<file path="src/pkg/cal_seq_pkg.sv">
// Constants shared by the calibration sequencer and its delay store
`default_nettype none
package cal_seq_pkg;
    // Sample path
    localparam int DATA_W = 8;
    localparam logic [DATA_W-1:0] FULL_SCALE = 8'hFF;
    localparam int LATENCY = 17;
    localparam int DEPTH = 32;
    localparam int PTR_W = 5;
    // Store word layout: {over range, core id, data}
    localparam int WORD_W = DATA_W + 2;
    localparam int CORE_BIT = DATA_W;
    localparam int OR_BIT = DATA_W + 1;
    // Read trails write by one less than the latency; the read register adds one
    localparam logic [PTR_W-1:0] RD_LAG = 5'h10;
    // Timing at the 40 MHz reference
    localparam int CLK_PERIOD_NS = 25;
    localparam int NS_PER_MS = 1000000;
    localparam int CAL_NOM_MS = 200;
    localparam int CAL_MAX_MS = 550;
    // Nominal duration rounds down, the overdue bound is the longest wait
    localparam int CAL_NOM_CYCLES = CAL_NOM_MS * NS_PER_MS / CLK_PERIOD_NS;
    localparam int CAL_MAX_CYCLES = CAL_MAX_MS * NS_PER_MS / CLK_PERIOD_NS;
    localparam int CNT_W = 25;
    localparam int SYNC_N = 3;
    localparam logic [4:0] RUN_FULL = 5'h14;
    localparam logic [4:0] RUN_NEED = 5'h12;
endpackage : cal_seq_pkg
`default_nettype wire

</file>
<file path="src/pkg/delay_store_if.sv">
// Interface joining the sequencer to its sample delay store
`timescale 1ns/100ps
`default_nettype none
interface delay_store_if;
    logic en;
    logic [cal_seq_pkg::PTR_W-1:0] wr_addr;
    logic [cal_seq_pkg::WORD_W-1:0] wr_data;
    logic [cal_seq_pkg::PTR_W-1:0] rd_addr;
    logic [cal_seq_pkg::WORD_W-1:0] rd_data;
    modport user (output en, wr_addr, wr_data, rd_addr, input rd_data);
    modport store (input en, wr_addr, wr_data, rd_addr, output rd_data);
endinterface : delay_store_if
`default_nettype wire

</file>
<file path="src/rtl/adc_reset_calibration_sequencer.sv">
// Reset and self-calibration sequencer for a two-core interleaved converter
//
// Overview of operation
// - Each result leaves the outputs exactly 17 conversion clocks after its start.
// - The two cores are served on alternating conversion clock edges.
// - Calibration starts at the rising edge of the active-low reset line.
// - Over-range is forced high from reset line low until calibration ends.
// - Output clock pair stays low while the reset line is low.
// - Output clock resumes toggling at the next clock edge after release.
// - Calibration lasts nominally 200 ms; host waits up to 550 ms.
// - Power-on detector holds the line low until supplies pass threshold.
`timescale 1ns/100ps
`default_nettype none
module adc_reset_calibration_sequencer #(
    parameter int CAL_CYCLES = cal_seq_pkg::CAL_NOM_CYCLES
) (
    // Clock, reset and enable
    input wire logic ref_clk,
    input wire logic nrst,
    input wire logic clk_en,
    // Supply detector and reset line (open drain)
    input wire logic supply_good,
    input wire logic calibration_reset_low_in,
    output logic calibration_reset_low_out,
    output logic calibration_reset_low_oe_n,
    // Conversion samples from the cores
    input wire logic [cal_seq_pkg::DATA_W-1:0] sample_in,
    output logic core_sel,
    // Output data path
    output logic [cal_seq_pkg::DATA_W-1:0] sample_out,
    output logic sample_core,
    output logic over_range,
    output logic output_clock_pair_p,
    output logic output_clock_pair_n,
    output logic cal_busy
);
    // Counter width, named here so the size casts below can use it
    localparam int CNT_W = cal_seq_pkg::CNT_W;

    typedef struct packed {
        logic [cal_seq_pkg::SYNC_N-1:0] pin_sync;
        logic [cal_seq_pkg::SYNC_N-1:0] sup_sync;
        logic line_lvl;
        logic supply_ok;
        logic cal_busy;
        logic [cal_seq_pkg::CNT_W-1:0] cal_cnt;
        logic core_sel;
        logic clk_p;
        logic clk_n;
        logic or_force;
        logic [cal_seq_pkg::PTR_W-1:0] wr_ptr;
    } seq_s;

    seq_s r_r;
    seq_s r_nxt;
    logic line_rise;

    delay_store_if mif ();

    delay_store u_store (
        .ref_clk(ref_clk),
        .nrst(nrst),
        .mif(mif)
    );

    // Store addressing: read trails write so the read register lands on 17
    assign mif.en = clk_en;
    assign mif.wr_addr = r_r.wr_ptr;
    assign mif.rd_addr = r_r.wr_ptr - cal_seq_pkg::RD_LAG;
    assign mif.wr_data = {(sample_in == cal_seq_pkg::FULL_SCALE),
                          r_r.core_sel, sample_in};

    // Level filter releases a rise once stages two and three agree
    assign line_rise = !r_r.line_lvl && r_r.pin_sync[1] && r_r.pin_sync[2];

    // Next-state logic; all state frozen while the enable is low
    always_comb begin
        r_nxt = r_r;
        if (clk_en) begin
            r_nxt.pin_sync = {r_r.pin_sync[1:0], calibration_reset_low_in};
            r_nxt.sup_sync = {r_r.sup_sync[1:0], supply_good};
            // A low at stage two counts at once, so a one-cycle request is
            // never filtered away; a rise still waits for two and three
            if (!r_r.pin_sync[1] || r_r.pin_sync[1] == r_r.pin_sync[2]) begin
                r_nxt.line_lvl = r_r.pin_sync[1];
            end
            if (r_r.sup_sync[1] == r_r.sup_sync[2]) begin
                r_nxt.supply_ok = r_r.sup_sync[2];
            end
            r_nxt.core_sel = !r_r.core_sel;
            r_nxt.wr_ptr = r_r.wr_ptr + 1'b1;
            // Rise tested first: the filtered level is still low then
            // A new low restarts calibration from scratch
            if (line_rise) begin
                r_nxt.cal_busy = 1'b1;
                r_nxt.cal_cnt = '0;
            end else if (!r_r.line_lvl) begin
                r_nxt.cal_busy = 1'b0;
                r_nxt.cal_cnt = '0;
            end else if (r_r.cal_busy) begin
                if (r_r.cal_cnt >= CNT_W'(CAL_CYCLES - 1)) begin
                    r_nxt.cal_busy = 1'b0;
                end else begin
                    r_nxt.cal_cnt = r_r.cal_cnt + 1'b1;
                end
            end
            // Force over-range from the low until the count finishes
            r_nxt.or_force = !r_nxt.line_lvl || r_nxt.cal_busy;
            // Output clock parked low while line low, toggles once released
            if (!r_nxt.line_lvl) begin
                r_nxt.clk_p = 1'b0;
                r_nxt.clk_n = 1'b0;
            end else begin
                r_nxt.clk_p = !r_r.clk_p;
                r_nxt.clk_n = r_r.clk_p;
            end
        end
    end

    // Line starts low at power-on, so the first release is a rising edge
    always_ff @(posedge ref_clk or negedge nrst) begin
        if (!nrst) begin
            r_r <= '0;
            r_r.or_force <= 1'b1;
        end else begin
            r_r <= r_nxt;
        end
    end

    // Power-on hold: drive the line low until supplies are good
    assign calibration_reset_low_out = 1'b0;
    assign calibration_reset_low_oe_n = r_r.supply_ok;

    // Outputs; over-range passes the sample flag once calibration ends
    assign sample_out = mif.rd_data[cal_seq_pkg::DATA_W-1:0];
    assign sample_core = mif.rd_data[cal_seq_pkg::CORE_BIT];
    assign over_range = r_r.or_force
                        || mif.rd_data[cal_seq_pkg::OR_BIT];
    assign output_clock_pair_p = r_r.clk_p;
    assign output_clock_pair_n = !r_r.clk_p && r_r.line_lvl && r_r.clk_n;
    assign core_sel = r_r.core_sel;
    assign cal_busy = r_r.cal_busy;

    // Helper: count of consecutive enabled cycles, saturating
    logic [4:0] run_r;
    always_ff @(posedge ref_clk or negedge nrst) begin
        if (!nrst) begin
            run_r <= '0;
        end else if (!clk_en) begin
            run_r <= '0;
        end else if (run_r != cal_seq_pkg::RUN_FULL) begin
            run_r <= run_r + 1'b1;
        end
    end
endmodule : adc_reset_calibration_sequencer
`default_nettype wire

</file>
<file path="src/rtl/delay_store.sv">
// Small circular store holding samples for the fixed pipeline delay
`timescale 1ns/100ps
`default_nettype none
module delay_store (
    // Clock and reset
    input wire logic ref_clk,
    input wire logic nrst,
    // Store port
    delay_store_if.store mif
);
    typedef struct packed {
        logic [cal_seq_pkg::DEPTH-1:0][cal_seq_pkg::WORD_W-1:0] mem;
        logic [cal_seq_pkg::WORD_W-1:0] rd_data;
    } store_s;

    store_s st_r;
    store_s st_nxt;

    // Write one word and read another each enabled cycle
    always_comb begin
        st_nxt = st_r;
        if (mif.en) begin
            st_nxt.mem[mif.wr_addr] = mif.wr_data;
            st_nxt.rd_data = st_r.mem[mif.rd_addr];
        end
    end

    // Clearing the store avoids stray over-range after reset
    always_ff @(posedge ref_clk or negedge nrst) begin
        if (!nrst) begin
            st_r <= '0;
        end else begin
            st_r <= st_nxt;
        end
    end

    assign mif.rd_data = st_r.rd_data;
endmodule : delay_store
`default_nettype wire

</file>
<file path="config.mk">
export PLATFORM = sky130hd
export DESIGN_NAME = adc_reset_calibration_sequencer
export DESIGN_NICKNAME = d
export VERILOG_FILES = /design/src/pkg/cal_seq_pkg.sv /design/src/pkg/delay_store_if.sv /design/src/rtl/adc_reset_calibration_sequencer.sv /design/src/rtl/delay_store.sv
export SDC_FILE = /design/constraint.sdc
export NUM_CORES = 1
export LEC_CHECK = 0
export ABC_AREA = 1
export BUFFER_PORTS_ARGS = -buffer_cell sky130_fd_sc_hd__buf_4
export CAP_MARGIN = 20
export CORE_MARGIN = 2
export CORE_UTILIZATION = 40
export DETAILED_ROUTE_END_ITERATION = 10
export PLACE_DENSITY = 0.61
export SYNTH_ARGS = -nofsm -noshare
export SYNTH_HDL_FRONTEND = slang
export SYNTH_SLANG_ARGS = --single-unit
</file>
<file path="constraint.sdc">
create_clock -name ref_clk -period 2.45 [get_ports ref_clk]
set_clock_uncertainty 0.1 [all_clocks]
set_input_delay 0.1225 -clock ref_clk [delete_from_list [all_inputs] [get_ports ref_clk]]
set_output_delay 0.1225 -clock ref_clk [all_outputs]
set_load 0.005 [all_outputs]
</file>
==> run metrics, run 1 <==
CP arrival=2.55 ns; Seq pwr share=0.392; setup bufs post-CTS=0; Most used DFF post-synth=dfrtp_1; Initial Util=0.407; area of the die=45600 sq um; Die H=214 um; Avg WL per Cell=17.2 um; number of fill cells=4337; outcome=finished, final reports clean; gp weighted congestion=0.878; sequential fraction of the synthesis area=0.531; post-route cell area=20000 sq um; switching share of power=0.372; RSZ-0062 raised after global routing=false; top post-synthesis cells by area=dfrtp_1 53%, nand2_1 14%, o21ai_0 10%; post-placement cell area=18400 sq um; post-synthesis async set-or-reset flop share=1.00; vias in the first global route=14100; htree depth=2; # IOs=29; Leakage=9.26 nW; f_max=446 MHz; Cells after Synth=2260; final setup vio count=0; Slew HR=0.493; Final Routed Wirelength=49000 um; fin util=0.463; largest net degree at the start of global routing=69; # diodes=0; layout cells sized above 1=0.0894; worst-path cell chain=inv_4, ha_1, nand2_1, inv_1, nand2_1, nand2_1, o21ai_0; drt drc=0; Area Overhead vs Synth=13.8%; Power Density=1190 nW/um^2; vias=14700; Finished Layout Cells=2855; TritonCTS clock tree=built; CP max stage cell=dfrtp_4; Min Clock Period, post-route=2.24 ns; first-pass GRT wire length=79100 um; maxcap violations=0; Mapped Nets=2278; Setup CP Type=flip-flop to flip-flop; most instantiated library cell after synthesis=nand2_1; Final #Nets=2255; NetSw=8.89 mW; die width=214 um; crit-path max FO=20; post-route ant nets=0; synthesized area=17600 sq um; Max VDD drop=0.000489 V; period utilization=0.915; Final Hold Fails=0; Clock Tree Root=clkbuf_16; number of port buffers=27; post-DP HPWL=30700 um; Congestion Overflow GR=0; # rows=76; part of the power in combinational logic=0.335; max incr delay on CP=0.59 ns; core box area=43200 sq um; P_int=15.0 mW; initial antenna violation count=0; DR iter-0 viols=1285; Critical Path Start Type=flip-flop; GRT Overall Usage=0.222; CTS clk-pin slew, worst paths=0.06 ns; via/cell ratio=5.16; Worst path most repeated cell=nand2_1; top cell type's share of synthesized area=0.530; Worst EP required=2.76 ns; clock sink count=373; Post-synth EDFFs=0; Worst Tran Pin Value=0.758 ns; worst-skew pair later-pin latency=0.55 ns; endpoint class of the critical path=flip-flop; #FFs+latches synth=373; hold_ws=0.120 ns; DRT Pass-1 Iters=6; Mean Syn Cell Area=7.77 sq um; yosys synthesis warning count=0; DP Cell Count=2764; Clk pwr share=0.273; post-synth cell types=34; Synth area leader=dfrtp_1; Fin Setup TNS=0 ns; Pins Over Slew Limit=0; Worst Hold Class=primary input to async pin; TritonCTS Buffers=43; worst-case clock buffer depth=3; Commonest cells post-synth=677 x nand2_1, 372 x dfrtp_1, 365 x o21ai_0, 263 x nor2_1, 122 x clkbuf_1
[layer usage]
metal  vias to the layer above  track usage  part of all wire
met1                      7028        0.304              0.45
met5                         -            0                 0
li1                       7220            -                 -
met2                       383        0.357              0.47
met4                         0       0.0797             0.030
met3                        94       0.0372             0.053
[worst paths after layout]
check,depth (start not counted),start,end,slack (ns)
worst max-delay path,7,mif.wr_addr[0],u_store.st_r[56],0.21
worst min-delay path,3,nrst,u_store.st_r[235],0.12
worst max register to register,7,mif.wr_addr[0],u_store.st_r[56],0.21
worst min register to register,2,u_store.st_r[151],u_store.st_r[151],0.38
max in group asynchronous,3,nrst,r_r[5],1.74
min in group ref_clk,4,supply_good,r_r[37],0.23
[registers in the layout, summed over array words and instances, names as in the netlist]
name                        cells
r_r                            34
cal_busy                        1
u_store.mif.rd_data            10
calibration_reset_low_oe_n      1
core_sel                        1
u_store.st_r                  320
output_clock_pair_p             1
mif.wr_addr                     5
[layout by cell type (no fill, tap or decap), types with 2 or more instances in the layout]
cell	n
a21oi_1	24
buf_12	11
buf_4	80
bufinv_16	3
clkbuf_1	10
clkbuf_16	45
clkbuf_8	10
clkinv_2	9
dfrtp_1	370
dfrtp_4	2
dlygate4sd3_1	12
ha_1	5
inv_1	84
inv_2	16
nand2_1	677
nand3_1	81
nand3_2	3
nand4_1	2
nor2_1	263
nor2_2	5
nor2_4	2
nor3_1	6
nor3b_1	3
nor4_1	2
o211ai_1	9
o21ai_0	365
o21ai_1	119
o22ai_1	21
or2_2	9
xnor2_1	3
xor2_1	8
[metrics by stage]
| stage | total power, mW | setup WS (ns) |
|---|---|---|
| after floorplan | 14.7 | 0.357 |
| after global placement | 17.2 | 0.240 |
| after detailed placement | 17.4 | 0.219 |
| after CTS | 24.1 | 0.208 |
| after global routing | 25.6 | 0.0489 |
| final | 23.9 | 0.209 |
[power by group through the flow]
stage	Sequential [mW]	Combinational, mW	Clock, mW
final	9.37	8.00	6.52
after detailed placement	9.43	7.98	0
after CTS	9.35	8.04	6.66
after global placement	9.38	7.83	0
after floorplan	9.01	5.69	0
after global routing	9.60	9.12	6.92
[kinds of logic after synthesis]
kind of cell	count (synthesis)	share of synthesized area
simple gates	1056	0.238
compound gates	540	0.157
flops	373	0.531
buf+inv	274	0.0641
xor+xnor	11	0.00548
fa+ha+maj	5	0.00356
other cells	1	0.000213
[layout make-up]
| class | instances | area (sq um) | share of cell area |
|---|---|---|---|
| Sequential cell | 373 | 9340 | 0.467 |
| Clock buffer | 65 | 1300 | 0.0651 |
| Inverter | 101 | 382 | 0.0191 |
| Tap cell | 585 | 732 | 0.0366 |
| Timing Repair Buffer | 105 | 983 | 0.0492 |
| Clock inverter | 13 | 143 | 0.00713 |
| Multi-Input combinational cell | 1613 | 7110 | 0.356 |
[critical path, delay by kind of cell, from the launching register on]
family	cells	cell delay [ns]
AOI/OAI and AO/OA	1	0.09
adders and majority gates	1	0.16
buffers and inverters	2	0.42
DFF	1	0.59
and+or+nand+nor	3	0.72
[what timing repair did]
action / in CTS / in global routing
resized for setup: 0 / 0
endpoints found under the hold margin: 407 / 0
hold buffers: 13 / 0
No activity file was read; power rests on OpenSTA's default activity.
==> inputs of run 2 (changes only) <==
==> constraint.sdc (replaced) <==
create_clock -name ref_clk -period 2.3 [get_ports ref_clk]
set_clock_uncertainty 0.1 [all_clocks]
set_input_delay 0.115 -clock ref_clk [delete_from_list [all_inputs] [get_ports ref_clk]]
set_output_delay 0.115 -clock ref_clk [all_outputs]
set_load 0.005 [all_outputs]
==> run 2 against run 1 <==
Effect of this change:
- core utilization rose by 0.44 points
- global-route usage rose by 0.68 points
- setup slack got worse by 0.050 ns
- first-iteration DRC count rose by 8.3%
- critical path depth rose by 1
- fmax rose by 4.7%
- worst hold slack got worse by 0.085 ns
- largest power group unchanged
- flip-flop and latch count did not move
==> run metrics, run 2 (synthesis results as in run 1) <==
Tot Pwr=25.7 mW; endpoint class of the critical path=flip-flop; core box area=43200 sq um; final setup vio count=0; Slew HR=0.550; Worst EP required=2.62 ns; Power Density=1270 nW/um^2; DR iter-0 viols=1392; Biggest register=u_store.st_r; Final Hold Fails=0; first-pass GRT wire length=81300 um; DRT Pass-1 Iters=5; layout cells sized above 1=0.0976; post-DP HPWL=32400 um; Avg WL per Cell=17.4 um; number of port buffers=27; most common cell after layout, fill and taps aside=nand2_1; Area Overhead vs Synth=14.9%; Die H=214 um; Min Clock Period, post-route=2.14 ns; Setup WS pre-CTS=0.145 ns; Critical Path Start Type=flip-flop; TritonCTS Buffers=42; Final Routed Wirelength=49800 um; worst-path cell chain=inv_2, ha_1, nand2_1, inv_1, nand2_1, buf_4, nand2_1, o21ai_0; vias in the first global route=14500; max incr delay on CP=0.52 ns; post-placement cell area=18600 sq um; CP arrival=2.46 ns; Clock Tree Root=clkbuf_16; crit-path max FO=20; largest net degree at the start of global routing=72; Initial Util=0.407; setup bufs post-CTS=0; post-layout worst setup margin=0.159 ns; TritonCTS clock tree=built; Finished Layout Cells=2870; outcome=finished, final reports clean; Largest register FFs=320; Congestion Overflow GR=0; GRT Overall Usage=0.229; CTS clk-pin slew, worst paths=0.06 ns; CP max stage cell=dfrtp_4; RSZ-0062 raised after global routing=false; clock sink count=373; # diodes=0; Worst Hold Class=primary input to async pin; post-route cell area=20200 sq um; vias=14900; period utilization=0.931; Leakage=9.34 nW; via/cell ratio=5.20; post-route ant nets=0; Worst Tran Pin Value=0.676 ns; worst-skew pair later-pin latency=0.57 ns; # rows=76; area of the die=45600 sq um; gp weighted congestion=0.897; initial antenna violation count=0; f_max=467 MHz; fin util=0.468; DP Cell Count=2785; hold_ws=0.0354 ns; Worst path most repeated cell=nand2_1; htree depth=2; r2r setup slk=0.16 ns; maxcap violations=0; drt drc=0; die width=214 um; Max VDD drop=0.000619 V; commonest cells after routing, fill and taps aside=676 x nand2_1, 370 x dfrtp_1, 365 x o21ai_0; Fin Setup TNS=0 ns; Final #Nets=2274; worst-case clock buffer depth=3; Pins Over Slew Limit=0; Setup CP Type=flip-flop to flip-flop; # IOs=29
[run 2: cell count changes in the layout (fill, tap and decap cells not counted), sizes merged]
cell      previous run  this run
buf                 93       113
inv                101       102
clkinvlp             1         5
clkbuf              65        59
clkinv               9         4
bufinv               3         4
[run 2: metal layers]
metal / share of wire / routed length (um) / track usage
met4: 0.037 / 1850 / 0.0917
met2: 0.46 / 22900 / 0.362
met5: 0 / 0 / 0
met3: 0.052 / 2600 / 0.0332
met1: 0.45 / 22500 / 0.318
[run 2: final timing paths]
| check | depth (start not counted) | endpoint | start |
|---|---|---|---|
| worst max-delay path | 8 | u_store.st_r[64] | mif.wr_addr[1] |
| worst min-delay path | 2 | u_store.st_r[215] | nrst |
| worst max register to register | 8 | u_store.st_r[64] | mif.wr_addr[1] |
| worst min register to register | 2 | u_store.st_r[117] | u_store.st_r[117] |
| max in group asynchronous | 3 | r_r[5] | nrst |
| min in group ref_clk | 4 | r_r[40] | calibration_reset_low_in |
[run 2: area by class of cell]
class | count | area, sq um
Sequential cell | 373 | 9340
Fill cell | 4277 | 23000
Clock buffer | 59 | 1230
Clock inverter | 14 | 190
Inverter | 101 | 382
Multi-Input combinational cell | 1613 | 7120
Timing Repair Buffer | 125 | 1190
Tap cell | 585 | 732
[run 2: what timing repair did]
item,in CTS,in global routing
resized for setup,0,3
hold buffers,12,0
endpoints found under the hold margin,395,0
setup endpoints to repair,0,6
[run 2: power by group]
group	switching, mW	total (mW)	internal [mW]
registers	1.21	9.94	8.73
logic	5.67	8.87	3.20
clock network	2.76	6.92	4.16
[run 2: worst max-delay path: cells and delay by family (launching register included)]
family / cells / cell delay [ns]
buf+inv: 3 / 0.79
flops: 1 / 0.52
simple gates: 3 / 0.29
fa+ha+maj: 1 / 0.20
compound gates: 1 / 0.09
